**src/core/tsc_defs.vh**
```
// register offsets, field positions, reset values and timing constants for the touch scan block
`ifndef TSC_DEFS_VH
`define TSC_DEFS_VH
// ----------------------------------------
// register indices
// ----------------------------------------
`define TSC_OFS_SLOT_PRELOAD 4'h0
`define TSC_OFS_SCAN_CONTROL 4'h1
`define TSC_OFS_SCAN_CONFIG 4'h2
`define TSC_OFS_REF_COUNT_LOW 4'h3
`define TSC_OFS_REF_COUNT_HIGH 4'h4
`define TSC_OFS_KEY_COUNT_LOW 4'h5
`define TSC_OFS_KEY_COUNT_HIGH 4'h6
`define TSC_OFS_REF_CAP_LOW 4'h7
`define TSC_OFS_REF_CAP_HIGH 4'h8
`define TSC_OFS_MODULE_CONTROL_0 4'h9
`define TSC_OFS_MODULE_CONTROL_1 4'hA
`define TSC_OFS_SCAN_ORDER_SELECT 4'hB
`define TSC_OFS_MEM_ADDR 4'hC
`define TSC_OFS_MEM_DATA 4'hD
// ----------------------------------------
// scan_control field positions
// ----------------------------------------
`define TSC_BIT_MEM_ACCESS 7
`define TSC_BIT_SLOT_OVF 6
`define TSC_BIT_START 5
`define TSC_BIT_KEY_OVF 4
`define TSC_BIT_REF_OVF 3
`define TSC_BIT_MODE 1
`define TSC_BIT_BUSY 0
// ----------------------------------------
// reset values and counts
// ----------------------------------------
`define TSC_RST_SCAN_CONFIG 8'h03
`define TSC_UNIT_LAST 5'h1F
`define TSC_SLOT_LAST 8'hFF
`define TSC_KEY_SLOTS 3'h4
`endif

```
**src/core/tsc_scan_ctrl.v**
```verilog
// common scan controller of the capacitive touch key unit
//
// Implementation choices: the strobed register port and the address map.
`timescale 1ns/10ps
`default_nettype none
`include "tsc_defs.vh"
module tsc_scan_ctrl #(
  parameter MEM_AW = 3  // touch memory address width, eight words, the key slots use the low four
) (
  input wire mclk_i,  // system clock, 50 MHz
  input wire nrst_i,  // asynchronous reset, active low
  input wire [3:0] addr_i,  // register index
  input wire [7:0] wdata_i,  // write data
  input wire wr_i,  // write strobe
  input wire rd_i,  // read strobe
  output reg [7:0] rdata_o,  // read data, one cycle after rd_i
  input wire slot_clk_i,  // time slot clock from pad side, asynchronous
  input wire key_clk_i,  // key oscillator clock, asynchronous
  input wire ref_clk_i,  // reference oscillator clock, asynchronous
  output reg key_osc_en_o,  // key oscillator run enable
  output reg ref_osc_en_o,  // reference oscillator run enable
  output reg [1:0] key_sel_o,  // key being scanned
  output reg [9:0] ref_cap_o,  // reference capacitor value to the pad
  output reg irq_req_o  // touch interrupt request flag, level
);
  // ----------------------------------------
  // registers and state
  // ----------------------------------------
  reg [7:0] slot_preload;  // slot counter preload
  reg mem_access_select;  // memory owner when idle
  reg slot_overflow_flag;  // slot overflow flag
  reg scan_start;  // start bit
  reg key_count_overflow_flag;  // key counter overflow
  reg ref_count_overflow_flag;  // reference counter overflow
  reg scan_mode_select;  // 0 auto, 1 manual
  reg scan_busy_flag;  // scan running
  reg [7:0] scan_config;  // configuration, stored only
  reg [5:0] module_control_0;  // module control bits
  reg [7:0] module_control_1;  // module control bits
  reg [7:0] scan_order_select;  // four 2-bit order fields
  reg [9:0] ref_cap;  // reference capacitor value
  reg [15:0] key_count;  // key counter
  reg [15:0] ref_count;  // reference counter
  reg [4:0] unit_count;  // 5-bit unit counter
  reg [7:0] slot_count;  // 8-bit slot counter
  reg [2:0] key_idx;  // keys done in auto scan
  reg counting;  // counters switched on
  reg auto_owner;  // auto scan holds memory
  reg start_q;  // previous start bit
  reg [MEM_AW-1:0] mem_addr;  // cpu memory pointer
  reg [15:0] tmem [0:(1<<MEM_AW)-1];  // touch data memory, cap then result
  // input synchronisers, two flops each
  reg [2:0] sy1, sy2, sy3;  // first, second, third stages
  // oscillator pins are free running with respect to mclk_i
  // sy1 may go metastable, so only sy2 reads it
  // sy3 is a plain delay of sy2 used for edge detection
  // edge pulses are one mclk_i cycle wide
  // total latency from pin edge to tick is two cycles
  // each oscillator level must stand at least two cycles
  // faster oscillators would lose edges here
  wire slot_tick;
  wire key_tick;
  wire ref_tick;
  assign slot_tick = sy2[0] & ~sy3[0];
  assign key_tick = sy2[1] & ~sy3[1];
  assign ref_tick = sy2[2] & ~sy3[2];
  // ----------------------------------------
  // decode helpers
  // ----------------------------------------
  // order field for slot n
  // field 0 sits in bits 1:0, field 3 in bits 7:6
  // the result is a key number, also the memory word index
  function [1:0] order_key;
    input [7:0] sel;
    input [1:0] n;
    begin
      order_key = sel[2*n +: 2];
    end
  endfunction
  wire cpu_owns;
  assign cpu_owns = ~auto_owner & ~mem_access_select;
  wire wr_ctl;
  assign wr_ctl = wr_i & (addr_i == `TSC_OFS_SCAN_CONTROL);
  wire start_rise;
  assign start_rise = scan_start & ~start_q;
  wire unit_end;
  assign unit_end = counting & slot_tick & (unit_count == `TSC_UNIT_LAST);
  wire slot_ovf;
  assign slot_ovf = unit_end & (slot_count == `TSC_SLOT_LAST);
  wire last_key;
  assign last_key = (key_idx == (`TSC_KEY_SLOTS - 3'h1));
  wire auto_mode;
  assign auto_mode = ~scan_mode_select;
  wire [MEM_AW-1:0] slot_addr;
  assign slot_addr = {{(MEM_AW-2){1'b0}}, order_key(scan_order_select, key_idx[1:0])};
  // ----------------------------------------
  // synchronisers
  // ----------------------------------------
  // all three pins share one set of stages
  // bit 0 slot clock, bit 1 key clock, bit 2 reference clock
  // reset clears every stage so no false edge follows reset
  // the pad side holds its clocks low while stopped
  always @(posedge mclk_i or negedge nrst_i) begin
    if (!nrst_i) begin
      sy1 <= 3'h0;
      sy2 <= 3'h0;
      sy3 <= 3'h0;
    end else begin
      sy1 <= {ref_clk_i, key_clk_i, slot_clk_i};
      sy2 <= sy1;
      sy3 <= sy2;
    end
  end
  // ----------------------------------------
  // control register and scan sequencing
  // ----------------------------------------
  // one process owns every bit that both software and
  // hardware write, so later assignments decide priority
  // order inside the else branch:
  //   software writes first
  //   then start handling and counting
  //   hardware flag sets last, so a set wins over a clear
  // start low keeps the 16-bit and unit counters at zero
  // start rise is seen one cycle after the write lands
  // the slot counter keeps its value while start is low
  // busy may also be cleared by a software write of 0
  // a cleared busy does not stop a running scan
  // auto scans four slots, one per order field
  // manual stops at the first slot counter overflow
  always @(posedge mclk_i or negedge nrst_i) begin
    if (!nrst_i) begin
      slot_preload <= 8'h00;
      mem_access_select <= 1'b0;
      slot_overflow_flag <= 1'b0;
      scan_start <= 1'b0;
      key_count_overflow_flag <= 1'b0;
      ref_count_overflow_flag <= 1'b0;
      scan_mode_select <= 1'b0;
      scan_busy_flag <= 1'b0;
      irq_req_o <= 1'b0;
      start_q <= 1'b0;
      counting <= 1'b0;
      auto_owner <= 1'b0;
      key_idx <= 3'h0;
      key_count <= 16'h0000;
      ref_count <= 16'h0000;
      unit_count <= 5'h00;
      slot_count <= 8'h00;
      ref_cap <= 10'h000;
      key_osc_en_o <= 1'b0;
      ref_osc_en_o <= 1'b0;
      key_sel_o <= 2'h0;
    end else begin
      // previous start bit for edge detection
      start_q <= scan_start;
      // software writes to registers
      if (wr_i && addr_i == `TSC_OFS_SLOT_PRELOAD) begin
        slot_preload <= wdata_i;
      end
      if (wr_i && addr_i == `TSC_OFS_REF_CAP_LOW) begin
        ref_cap[7:0] <= wdata_i;
      end
      if (wr_i && addr_i == `TSC_OFS_REF_CAP_HIGH) begin
        ref_cap[9:8] <= wdata_i[1:0];
      end
      if (wr_ctl) begin
        mem_access_select <= wdata_i[`TSC_BIT_MEM_ACCESS];
        slot_overflow_flag <= wdata_i[`TSC_BIT_SLOT_OVF];
        scan_start <= wdata_i[`TSC_BIT_START];
        scan_mode_select <= wdata_i[`TSC_BIT_MODE];
        // software may only clear the key and reference overflow flags
        if (!wdata_i[`TSC_BIT_KEY_OVF]) begin
          key_count_overflow_flag <= 1'b0;
        end
        if (!wdata_i[`TSC_BIT_REF_OVF]) begin
          ref_count_overflow_flag <= 1'b0;
        end
        if (!wdata_i[`TSC_BIT_BUSY]) begin
          scan_busy_flag <= 1'b0;
        end
      end
      if (!scan_start) begin
        // start low: clear counters but not slot counter
        key_count <= 16'h0000;
        ref_count <= 16'h0000;
        unit_count <= 5'h00;
      end else if (start_rise) begin
        // scan begins: switch everything on
        counting <= 1'b1;
        key_osc_en_o <= 1'b1;
        ref_osc_en_o <= 1'b1;
        scan_busy_flag <= 1'b1;
        auto_owner <= auto_mode;
        key_idx <= 3'h0;
        slot_count <= slot_preload;
        if (auto_mode) begin
          ref_cap <= tmem[order_key(scan_order_select, 2'h0)][9:0];
          key_sel_o <= order_key(scan_order_select, 2'h0);
        end
      end else if (counting) begin
        // counters run on synchronised oscillator edges
        // a 16-bit wrap raises its overflow flag
        // the counter itself just rolls over to zero
        // unit counter wraps by itself after 31
        if (key_tick) begin
          key_count <= key_count + 16'h0001;
          if (key_count == 16'hFFFF) begin
            key_count_overflow_flag <= 1'b1;
          end
        end
        if (ref_tick) begin
          ref_count <= ref_count + 16'h0001;
          if (ref_count == 16'hFFFF) begin
            ref_count_overflow_flag <= 1'b1;
          end
        end
        if (slot_tick) begin
          unit_count <= unit_count + 5'h01;
        end
        if (unit_end && !slot_ovf) begin
          slot_count <= slot_count + 8'h01;
        end
        if (slot_ovf) begin
          if (auto_mode && !last_key) begin
            // slot finished, more keys left: result out, next cap in
            // the memory write of the result uses the old count
            // slot flag stays clear on this overflow
            key_count <= 16'h0000;
            ref_count <= 16'h0000;
            unit_count <= 5'h00;
            slot_count <= slot_preload;
            key_idx <= key_idx + 3'h1;
            key_sel_o <= order_key(scan_order_select, key_idx[1:0] + 2'h1);
            ref_cap <= tmem[order_key(scan_order_select, key_idx[1:0] + 2'h1)][9:0];
          end else begin
            // final overflow in either mode: stop and flag
            // counters keep their last value for software
            // memory returns to the access bit after this
            slot_overflow_flag <= 1'b1;
            irq_req_o <= 1'b1;
            counting <= 1'b0;
            key_osc_en_o <= 1'b0;
            ref_osc_en_o <= 1'b0;
            scan_busy_flag <= 1'b0;
            auto_owner <= 1'b0;
          end
        end
      end
      // irq clear via its own write; hardware set wins
      if (wr_i && addr_i == `TSC_OFS_MEM_ADDR && wdata_i[7] && !slot_ovf) begin
        irq_req_o <= 1'b0;
      end
    end
  end
  // ----------------------------------------
  // configuration registers
  // ----------------------------------------
  // scan_config and the module control bits are stored only and steer nothing here
  // unused module_control_1 bit 6 is kept at 0
  // the memory pointer takes only the low MEM_AW bits of the write
  always @(posedge mclk_i or negedge nrst_i) begin
    if (!nrst_i) begin
      scan_config <= `TSC_RST_SCAN_CONFIG;
      module_control_0 <= 6'h00;
      module_control_1 <= 8'h00;
      scan_order_select <= 8'h00;
      mem_addr <= {MEM_AW{1'b0}};
    end else if (wr_i) begin
      case (addr_i)
        `TSC_OFS_SCAN_CONFIG: scan_config <= wdata_i;
        `TSC_OFS_MODULE_CONTROL_0: module_control_0 <= wdata_i[5:0];
        `TSC_OFS_MODULE_CONTROL_1: module_control_1 <= {wdata_i[7], 1'b0, wdata_i[5:0]};
        `TSC_OFS_SCAN_ORDER_SELECT: scan_order_select <= wdata_i;
        `TSC_OFS_MEM_ADDR: mem_addr <= wdata_i[MEM_AW-1:0];
        default: mem_addr <= mem_addr;
      endcase
    end
  end
  // ----------------------------------------
  // touch data memory: cpu or scan port
  // ----------------------------------------
  // one write port; the scan side always wins
  // cpu writes are dropped while the scan owns memory
  // each word holds a cap value, later the key result
  // no reset: contents are whatever software loaded
  always @(posedge mclk_i) begin
    if (auto_owner && slot_ovf) begin
      // store this key's result at its slot
      tmem[slot_addr] <= key_count;
    end else if (wr_i && addr_i == `TSC_OFS_MEM_DATA && cpu_owns) begin
      tmem[mem_addr] <= {8'h00, wdata_i};
    end
  end
  // ----------------------------------------
  // read data and outputs
  // ----------------------------------------
  // read data stands for exactly one cycle after rd_i
  // and is zero in every other cycle
  // unmapped indices read zero
  // memory reads return zero while the scan owns it
  // the pointer register also shows the request flag
  // ref_cap_o trails the cap register by one cycle
  always @(posedge mclk_i or negedge nrst_i) begin
    if (!nrst_i) begin
      rdata_o <= 8'h00;
      ref_cap_o <= 10'h000;
    end else begin
      ref_cap_o <= ref_cap;
      if (rd_i) begin
        case (addr_i)
          `TSC_OFS_SLOT_PRELOAD: rdata_o <= slot_preload;
          `TSC_OFS_SCAN_CONTROL: rdata_o <= {mem_access_select, slot_overflow_flag,
            scan_start, key_count_overflow_flag, ref_count_overflow_flag, 1'b0,
            scan_mode_select, scan_busy_flag};
          `TSC_OFS_SCAN_CONFIG: rdata_o <= scan_config;
          `TSC_OFS_REF_COUNT_LOW: rdata_o <= ref_count[7:0];
          `TSC_OFS_REF_COUNT_HIGH: rdata_o <= ref_count[15:8];
          `TSC_OFS_KEY_COUNT_LOW: rdata_o <= key_count[7:0];
          `TSC_OFS_KEY_COUNT_HIGH: rdata_o <= key_count[15:8];
          `TSC_OFS_REF_CAP_LOW: rdata_o <= ref_cap[7:0];
          `TSC_OFS_REF_CAP_HIGH: rdata_o <= {6'h00, ref_cap[9:8]};
          `TSC_OFS_MODULE_CONTROL_0: rdata_o <= {2'h0, module_control_0};
          `TSC_OFS_MODULE_CONTROL_1: rdata_o <= module_control_1;
          `TSC_OFS_SCAN_ORDER_SELECT: rdata_o <= scan_order_select;
          `TSC_OFS_MEM_ADDR: rdata_o <= {irq_req_o, {(7-MEM_AW){1'b0}}, mem_addr};
          `TSC_OFS_MEM_DATA: rdata_o <= cpu_owns ? tmem[mem_addr][7:0] : 8'h00;
          default: rdata_o <= 8'h00;
        endcase
      end else begin
        rdata_o <= 8'h00;
      end
    end
  end
endmodule
`default_nettype wire

```
**config.mk**
```make
export PLATFORM = sky130hd
export DESIGN_NAME = tsc_scan_ctrl
export DESIGN_NICKNAME = d
export VERILOG_FILES = /design/src/core/tsc_scan_ctrl.v
export VERILOG_INCLUDE_DIRS = /design/src /design/src/core
export SDC_FILE = /design/constraint.sdc
export NUM_CORES = 1
export LEC_CHECK = 0
export BUFFER_PORTS_ARGS = -buffer_cell sky130_fd_sc_hd__buf_2
export CORE_ASPECT_RATIO = 0.75
export CORE_MARGIN = 5
export CORE_UTILIZATION = 60
export DETAILED_ROUTE_END_ITERATION = 10
export PLACE_DENSITY = 0.78
export SYNTH_ARGS = -nofsm -noshare
export SYNTH_HDL_FRONTEND = slang
export SYNTH_SLANG_ARGS = --single-unit
```
**constraint.sdc**
```tcl
create_clock -name mclk_i -period 3.25 [get_ports mclk_i]
set_input_delay 0.325 -clock mclk_i [delete_from_list [all_inputs] [get_ports mclk_i]]
set_output_delay 0.325 -clock mclk_i [all_outputs]
set_load 0.03 [all_outputs]
```
Yosys cells after proc, flatten, opt, wreduce, memory -nomap -nowiden
Memories as Yosys holds them, arrays and structs flattened.
Cells that the tools add are included.
W data, S select, Z words.

storage, ports and cells
  flip-flop bits (word level) = 139
  memory bits (writable) = 128
  logic and storage cells = 204
  memories = 1

cells by class
  $add $sub $neg = 6
  equal/unequal tests = 24
  shift-type cells = 2
  mux-type cells = 93
  bitwise operators = 16
  reduce and logical (&&, ||, !) cells = 32

memory list
  memory  words  bits a word  rd ports  clocked after memory_dff  wr ports  RTL line            source
  tmem    8      16           3         0                         1         tsc_scan_ctrl.v:51  reg [15:0] tmem [0:(1<<MEM_AW)-1];

operators by type and width
  operator                 count
  $mux W16                 13
  $pmux W8 S14             1
  $mux W8                  8
  $mux W10                 6
  $mux W1                  48
  $add A16 B1 Y16 const B  2
  $eq A16 B16 Y1 const B   2
  $mux W5                  6
  $eq A4 B4 Y1 const B     6
  $eq A4 B3 Y1 const B     4
  $reduce_or A16 Y1        1
  $shiftx A8 B4 Y2         2
  $mux W3                  5
  $reduce_and A2 Y1        7
  $mux W2                  6
  $reduce_bool A2 Y1       6
  $logic_and A1 B1 Y1      11
  $reduce_and A5 Y1        2
  $and A1 B1 Y1            9
  $add A8 B1 Y8 const B    1
  $eq A4 B2 Y1 const B     2
  $eq A8 B8 Y1 const B     1
  $reduce_and A4 Y1        2
  $not A1 Y1               7
  10 further kinds         15

Logic depth before layout (Yosys ltp)
Gate-level depths: netlist (run 1).

  word-level depth = 12
  depth in mapped cells = 10
  gate-level depth less buffers = 8

Worst setup path after synthesis (run 1)
No wires, ideal clock.

  path kind = register to register
  from = reg unit_count[0]
  to = mem tmem[0][0] (enable)
  library setup time = 0.392 ns
  arrival time = 2.364 ns
  setup slack = 0.494 ns
  cell stages (with the launch flop) = 8
  buffers on the path = 0
  path through = dfrtp_1 > ha_1 > and3_1 > ha_1 > nand4b_1 > nor4_1 > o2bb2ai_1 > nor3b_1

on the way
  word-level cells in the longest chain between the ends = 8

ends and longest elaborated chain
  what                                                        RTL line             source
  start, declared                                             tsc_scan_ctrl.v:44   reg [4:0] unit_count;
  start signal, assigned                                      tsc_scan_ctrl.v:218  unit_count <= unit_count + 5'h01;
  $eq A5 B5 Y1 (no source line) (*)                           -
  $and A1 B1 Y1 (*)                                           tsc_scan_ctrl.v:87   assign unit_end = counting & slot_tick & (unit_count == `TSC_UNIT_LAST);
  $and A1 B1 Y1 (*)                                           tsc_scan_ctrl.v:89   assign slot_ovf = unit_end & (slot_count == `TSC_SLOT_LAST);
  $logic_and A1 B1 Y1 (*)                                     tsc_scan_ctrl.v:287  if (auto_owner && slot_ovf) begin
  $mux W1                                                     tsc_scan_ctrl.v:287
  $mux W1 (implied by the code)                               tsc_scan_ctrl.v:291  tmem[mem_addr] <= {8'h00, wdata_i};
  $reduce_or A16 Y1 (no source line)                          -
  $mux W3 (no source line) / $mux W1 (equally long branches)  -
  end, declared                                               tsc_scan_ctrl.v:51

Every way passes the cells marked *; elsewhere a longest branch is shown, timed or not.

Final worst setup path (run 1)
  from = reg unit_count[0]
  to = mem tmem[3][1] (enable)

Same word-level chain as after synthesis.

==> impl_results.md, run 1 <==
- Status: completed
- Least-Margin Pin Slew: 1.05 ns
- Headroom to the max-slew limit: 0.297
- Largest net degree at the start of global routing: 83
- Type of origin of the critical path: register
- Flop-to-flop setup slack: 0.56 ns
- Ys Warns: 0
- Synth Area per Inst: 12.1 µm²
- Grt ovf: 0
- Synth Flop Type: dfrtp_1
- Root buffer cell: clkbuf_16
- Fmax: 372 MHz
- Final Cycle Share: 0.827
- Drt first-iter violations: 1163
- Mapped Area: 10600 µm²
- IO Pins: 42
- Number of buffers created by CTS: 22
- Worst Setup End Kind: register
- Die H: 125 µm
- Unique cell type count in the Yosys netlist: 73
- Vias in the first global route: 7522
- Die area: 20400 µm²
- Power per cell area: 695 nW/µm²
- Number of flops mapped to enable cells by yosys: 72
- Register area share after synthesis: 0.533
- Setup TNS: 0 ns
- CP max-delay cell: and3_1
- Synthesized net count: 900
- Post-CTS Resized: 0
- Final ANT Viol Nets: 0
- First-pass GRT wire length: 45100 µm
- Count of final setup violators: 0
- Routed vias: 7897
- Critical Path RT: 3.40 ns
- Unrepaired setup endpoints after global routing: false
- Share of post-route cells with drive strength above 1: 0.234
- IO Port Bufs: 41
- Hold Vio Cnt, Final: 0
- Layout Utilization: 0.683
- Vias/cell: 6.69
- Starting Density: 0.605
- Final Max Tran Viols: 0
- Drt pass-1 iters: 6
- Routed length per instance: 24.6 µm
- Arrival time worst endpoint: 2.84 ns
- Final wirelength: 29100 µm
- Clock tree from TritonCTS: yes
- Clock transition at the registers of the reported paths: 0.07 ns
- Worst hold path type: primary input to register
- Most common cell after layout, fill and taps aside: dfrtp_1
- Initial antenna violation count: 0
- Synth-to-Final Area Change: 12.9%
- Clk sinks: 211
- #FFs+latches synth: 211
- H-tree depth: 1
- Number of max-cap violations: 0
- VDD IR max: 0.418 mV
- Total GRT Usage: 0.289
- RD Place Congestion: 1.00
- Chip width: 163 µm
- Commonest cells after routing, fill and taps aside: dfrtp_1 (137), nand2_1 (84), edfxtp_1 (72)
- Ys async rst share: 0.659
- Gate Count Post-Synth: 874
- Nets: 949
- Placed Cells: 1137
- Crit path kind: register to register
- Clock period minus worst slack: 2.69 ns
- Worst stage delay on the critical path: 0.50 ns
- Hold slack: 0.164 ns
- N_diodes: 0
- # DRC: 0
- Final Skew: 0.0244 ns
- Cell chain of the critical path: ha_1, and3_1, ha_1, nand4b_1, nor4_1, o2bb2ai_1, and3_1
- Post-DP HPWL: 20600 µm
- Worst-skew pair later-pin latency: 0.53 ns
- Max Fanout on Critical Path: 10
- Core area: 17500 µm²
- Post-route insts no fill: 1181
- Core Rows: 42
- CTS max path bufs: 3
- LEAKAGE: 4.81 nW
## stage by stage
step / power, mW / instance area [µm²] / setup slack [ns]
2_1_floorplan: 4.96 / 10600 / 0.494
3_3_place_gp: 5.56 / 11100 / 0.630
3_5_place_dp: 5.62 / 11100 / 0.575
4_1_cts: 8.27 / 11900 / 0.562
5_1_grt: 8.62 / 11900 / 0.344
6_report: 8.30 / 11900 / 0.561
## registers in the layout, summed over array words and instances (netlist names), 5 cells and up
name,cells
ref_cap_o,10
ref_cap,10
slot_preload,8
scan_config,8
module_control_0,6
key_count,16
ref_count,16
scan_order_select,8
module_control_1,7
rdata_o,8
tmem,72
unit_count,5
slot_count,8
## cell families (layout without fill, tap and decap cells)
family                   Yosys count  after routing  synth area share
adder cells (fa/ha/maj)            7              7           0.00828
buffers and inverters             68            133            0.0280
flip-flops                       211            211             0.533
AND/OR/NAND/NOR                  275            275             0.134
XOR/XNOR                          25             25            0.0207
AO/OA/AOI/OAI                    150            150             0.101
multiplexers                     138            138             0.176
## cell type report
class | instances | area [µm²]
flip-flops and latches | 211 | 5640
fillers | 1269 | 5550
multi-input cells | 595 | 4660
clock buffers | 30 | 644
repair buffers | 80 | 527
well taps | 242 | 303
clock inverters | 10 | 124
inverters | 13 | 48.8
## synthesized netlist by cell type, drive strengths merged (6+ instances only)
cell / n / share of area
a22oi: 11 / 0.0078
o22ai: 6 / 0.0035
o21ai: 34 / 0.016
clkbuf: 30 / 0.011
buf: 25 / 0.013
a21o: 6 / 0.0043
nor4: 11 / 0.0065
nor2: 56 / 0.023
nor3: 9 / 0.0047
xor2: 15 / 0.012
nand2: 84 / 0.030
and3: 13 / 0.0077
edfxtp: 72 / 0.20
mux4: 32 / 0.068
nand4: 19 / 0.011
a221oi: 14 / 0.012
nand3: 30 / 0.014
a31oi: 8 / 0.0047
nand3b: 13 / 0.0092
ha: 7 / 0.0083
inv: 12 / 0.0043
a21oi: 18 / 0.0085
nor2b: 6 / 0.0035
dfrtp: 137 / 0.32
mux2: 61 / 0.065
o31ai: 11 / 0.0078
mux2i: 45 / 0.043
nand2b: 9 / 0.0053
xnor2: 10 / 0.0083
## power by group
part           switching [mW]  leakage, nW  total, mW  internal [mW]
Sequential              0.480         2.39       3.59           3.11
Combinational            1.15         2.05       2.06          0.916
Clock                    1.08        0.376       2.65           1.57
Total                    2.71         4.81       8.30           5.59
## final timing paths
kind	from	endpoint	cells after the start
min in group asynchronous	nrst_i	sy1[2]	2
hold reg to reg	sy1[0]	sy2[0]	0
hold / removal	wdata_i[7]	module_control_1[7]	2
max in group asynchronous	nrst_i	scan_config[0]	3
setup / recovery	unit_count[0]	tmem[3][1]	7
setup reg to reg	unit_count[0]	tmem[3][1]	7
## worst max-delay path: cells and delay by family (launching register included)
kind | cells | cell delay (ns)
adder cells (fa/ha/maj) | 2 | 0.34
flip-flops | 1 | 0.38
AO/OA/AOI/OAI | 1 | 0.23
AND/OR/NAND/NOR | 4 | 1.37
## per-layer routing
layer / track usage / up-vias / share of wire
li1: - / 3425 / -
met1: 0.456 / 3931 / 0.43
met2: 0.395 / 470 / 0.42
met3: 0.0796 / 71 / 0.12
met4: 0.0730 / 0 / 0.028
met5: 0.0144 / - / 0
## what timing repair did
item | 4_1_cts | 5_1_grt
hold buffers | 4 | 0
buffers inserted | 0 | 0
hold endpoints to repair | 82 | 0
Note: power is estimated with default switching activity, not from simulation.
==> run 2, diff against run 1 <==
--- a/config.mk
+++ b/config.mk
@@ -9,9 +9,9 @@
 export BUFFER_PORTS_ARGS = -buffer_cell sky130_fd_sc_hd__buf_2
 export CORE_ASPECT_RATIO = 0.75
 export CORE_MARGIN = 5
-export CORE_UTILIZATION = 60
+export CORE_UTILIZATION = 56
 export DETAILED_ROUTE_END_ITERATION = 10
-export PLACE_DENSITY = 0.78
+export PLACE_DENSITY = 0.76
 export SYNTH_ARGS = -nofsm -noshare
 export SYNTH_HDL_FRONTEND = slang
 export SYNTH_SLANG_ARGS = --single-unit
==> constraint.sdc (replaced) <==
create_clock -name mclk_i -period 2.15 [get_ports mclk_i]
set_input_delay 0.215 -clock mclk_i [delete_from_list [all_inputs] [get_ports mclk_i]]
set_output_delay 0.215 -clock mclk_i [all_outputs]
set_load 0.03 [all_outputs]
==> run 2 against run 1 <==
Compared with the run above:
- the run now ends with negative setup slack left
- highest routed layer unchanged
- critical path type unchanged
- core utilization rose by 2.0 points
- global-route usage fell by 0.43 points
- clock power rose by 35%
- largest cell class unchanged
- register-to-register slack got worse by 0.80 ns
- sequential power rose by 48%
- clock skew fell by 0.013 ns
- non-clock buffer count rose by 76
- via count rose by 4.4%
- final cell count rose by 6.9%
- critical endpoint is now tmem[0][7]
- wire length rose by 7.0%
- combinational power rose by 89%
==> impl_results.md, run 2 (synthesis results as in run 1) <==
- Seq pwr share: 0.415 (was 0.432)
- Reg2reg end: tmem[0][7] (was tmem[3][1])
- M3 GR Usage: 0.0884 (was 0.0796)
- Setup WS post-layout: -0.241 ns (was 0.561 ns)
- FF/Latch Area: 5640 µm² (unchanged)
- RD Place Congestion: 0.982 (was 1.00)
- Number of buffers created by CTS: 21 (was 22)
- Reg with most FFs: tmem (unchanged)
- Largest registers: tmem: 72 flops, key_count: 16 flops, ref_count: 16 flops (unchanged)
- H-tree depth: 1 (unchanged)
- CP max-delay cell: dfrtp_1 (was and3_1)
- Worst stage delay on the critical path: 0.36 ns (was 0.50 ns)
- Crit path kind: register to register (unchanged)
- Fmax: 418 MHz (was 372 MHz)
- Final Max Tran Viols: 0 (unchanged)
- N_diodes: 0 (unchanged)
- P_sw: 4.33 mW (was 2.71 mW)
- IO Port Bufs: 41 (unchanged)
- Status: complete, but fails checks (was completed)
- Die H: 129 µm (was 125 µm)
- Synth-to-Final Area Change: 22.8% (was 12.9%)
- Clock transition at the registers of the reported paths: 0.06 ns (was 0.07 ns)
- Switching Share: 0.338 (was 0.326)
- Met2 Use GR: 0.412 (was 0.395)
- Footprint of the multi-input gates: 5070 µm² (was 4660 µm²)
- Reg2reg start: unit_count[0] (unchanged)
- Worst slack at placement: -0.225 ns (was 0.575 ns)
- Power per cell area: 983 nW/µm² (was 695 nW/µm²)
- Grt peak-use layer: met1 (unchanged)
- VDD IR max: 0.760 mV (was 0.418 mV)
- Final wirelength: 31100 µm (was 29100 µm)
- Vias in the first global route: 7856 (was 7522)
- Final Skew: 0.0116 ns (was 0.0244 ns)
- Clock period minus worst slack: 2.39 ns (was 2.69 ns)
- Starting Density: 0.572 (was 0.605)
- # DRC: 0 (unchanged)
- Hold_sp: wdata_i[7] (unchanged)
- Filler Cell Count: 1322 (was 1269)
- Total GRT Usage: 0.284 (was 0.289)
- Total power: 12.8 mW (was 8.30 mW)
- Headroom to the max-slew limit: 0.428 (was 0.297)
- IO Pins: 42 (unchanged)
- Final ANT Viol Nets: 0 (unchanged)
- CTS max path bufs: 3 (unchanged)
- Core Rows: 43 (was 42)
- Vias/cell: 6.53 (was 6.69)
- Hold Vio Cnt, Final: 0 (unchanged)
- Least-Margin Pin Slew: 0.848 ns (was 1.05 ns)
- Worst Setup End Kind: register (unchanged)
- Core area: 18500 µm² (was 17500 µm²)
- Largest net degree at the start of global routing: 58 (was 83)
- Arrival time worst endpoint: 2.60 ns (was 2.84 ns)
- Setup TNS: -12.83 ns (was 0 ns)
- Root buffer cell: clkbuf_16 (unchanged)
- Initial antenna violation count: 0 (unchanged)
- Clock tree from TritonCTS: yes (unchanged)
- Routing usage on met1: 0.426 (was 0.456)
- Number of max-cap violations: 0 (unchanged)
- Clk sinks: 211 (unchanged)
- Final Cycle Share: 1.11 (was 0.827)
- Nets: 1027 (was 949)
- Failing checks: negative setup slack
- Drt first-iter violations: 922 (was 1163)
- Share of post-route cells with drive strength above 1: 0.342 (was 0.234)
- Max reg flops: 72 (unchanged)
- Hold path depth: 2 (unchanged)
- Most common cell after layout, fill and taps aside: dfrtp_1 (unchanged)
- Worst hold path type: primary input to register (unchanged)
- Combinational power share: 0.305 (was 0.249)
- Internal Power: 8.45 mW (was 5.59 mW)
- FF-to-FF path depth: 9 (was 7)
- Flop-to-flop setup slack: -0.24 ns (was 0.56 ns)
- Post-DP HPWL: 22000 µm (was 20600 µm)
- Routed vias: 8241 (was 7897)
- Chip width: 169 µm (was 163 µm)
- Die area: 21800 µm² (was 20400 µm²)
- Grt ovf: 0 (unchanged)
- Worst-skew pair later-pin latency: 0.50 ns (was 0.53 ns)
- Hold EP: module_control_1[7] (unchanged)
- Count of final setup violators: 82 (was 0)
- Clock power frac: 0.280 (was 0.319)
- LEAKAGE: 5.23 nW (was 4.81 nW)
- Max Fanout on Critical Path: 10 (unchanged)
- Final instance area: 13000 µm² (was 11900 µm²)
- Drt pass-1 iters: 6 (unchanged)
- Type of origin of the critical path: register (unchanged)
- Area after DPL: 11800 µm² (was 11100 µm²)
- Routed length per instance: 24.6 µm (about the same)
- Commonest cells after routing, fill and taps aside: dfrtp_1 (137), buf_4 (94), nand2_1 (83) (was dfrtp_1 (137), nand2_1 (84), edfxtp_1 (72))
- Hold slack: 0.0962 ns (was 0.164 ns)
- Cell chain of the critical path: ha_2, and3_4, ha_4, nand4b_1, buf_4, nor4_4, o2bb2ai_4, nor3b_4, buf_12 (was ha_1, and3_1, ha_1, nand4b_1, nor4_1, o2bb2ai_1, and3_1)
- Unrepaired setup endpoints after global routing: true (was false)
- First-pass GRT wire length: 47400 µm (was 45100 µm)
- Critical Path RT: 2.36 ns (was 3.40 ns)
-- run 2: cell count changes in the layout (fill, tap and decap cells not counted), moves of 7 or more --
cell and delta:
nor2_4 +22, buf_12 +9, nor2_1 -23, a221oi_2 +7, buf_4 +60, a221oi_1 -7
-- run 2: worst max-delay path, delay by kind of cell, from the launching register on --
family                     cells  cell delay [ns]
DFF                            1             0.36
AOI/OAI and AO/OA              1             0.17
adders and majority gates      2             0.31
buffers and inverters          2             0.37
and+or+nand+nor                4             0.88
-- run 2: per-stage QoR --
| step | std cells | util |
|---|---|---|
| finish | 1262 | 0.702 |
| global route | 1262 | 0.702 |
| CTS | 1255 | 0.684 |
| detailed placement | 1209 | 0.640 |
| global placement | 1209 | 0.640 |
| floorplan | 874 | - |
-- run 2: metal layers --
metal / vias to the layer above / part of all wire / routed length, µm
met2: 499 / 0.43 / 13400
met5: - / 0 / 0
li1: 3588 / - / -
met1: 4087 / 0.42 / 13100
met3: 67 / 0.12 / 3890
met4: 0 / 0.024 / 739
-- run 2: worst max-delay path by stage --
stage,from,to,slack [ns]
after detailed placement,unit_count[1],ref_cap[6],-0.23
final,unit_count[0],tmem[0][7],-0.24
after global placement,unit_count[1],ref_cap[6],-0.19
after floorplan,key_idx[1],ref_cap[0],-0.19
after CTS,unit_count[0],ref_cap[1],-0.18
after global routing,unit_count[0],tmem[0][5],-0.31
-- run 2: power by group through the flow --
stage	sequential (mW)	combinational [mW]	clock [mW]
2_1_floorplan	5.29	2.28	0
6_report	5.30	3.90	3.58
3_3_place_gp	5.30	3.50	0
5_1_grt	5.33	4.15	3.79
4_1_cts	5.25	3.68	3.60
3_5_place_dp	5.31	3.57	0
-- run 2: timing repair --
action	in CTS	in global routing
hold buffers	4	0
setup buffers	3	4
resized for setup	16	59
endpoints found under the setup margin	89	126
pin swaps	3	31
cloned	2	3
hold endpoints to repair	55	0
-- run 2: cell type report --
type / instances / share of cell area
tap: 247 / 0.0238
clock buffer: 25 / 0.0416
clock inverter: 12 / 0.00857
inverter: 13 / 0.00375
multi-input combinational: 598 / 0.390
sequential: 211 / 0.434
timing repair buffer: 156 / 0.0978
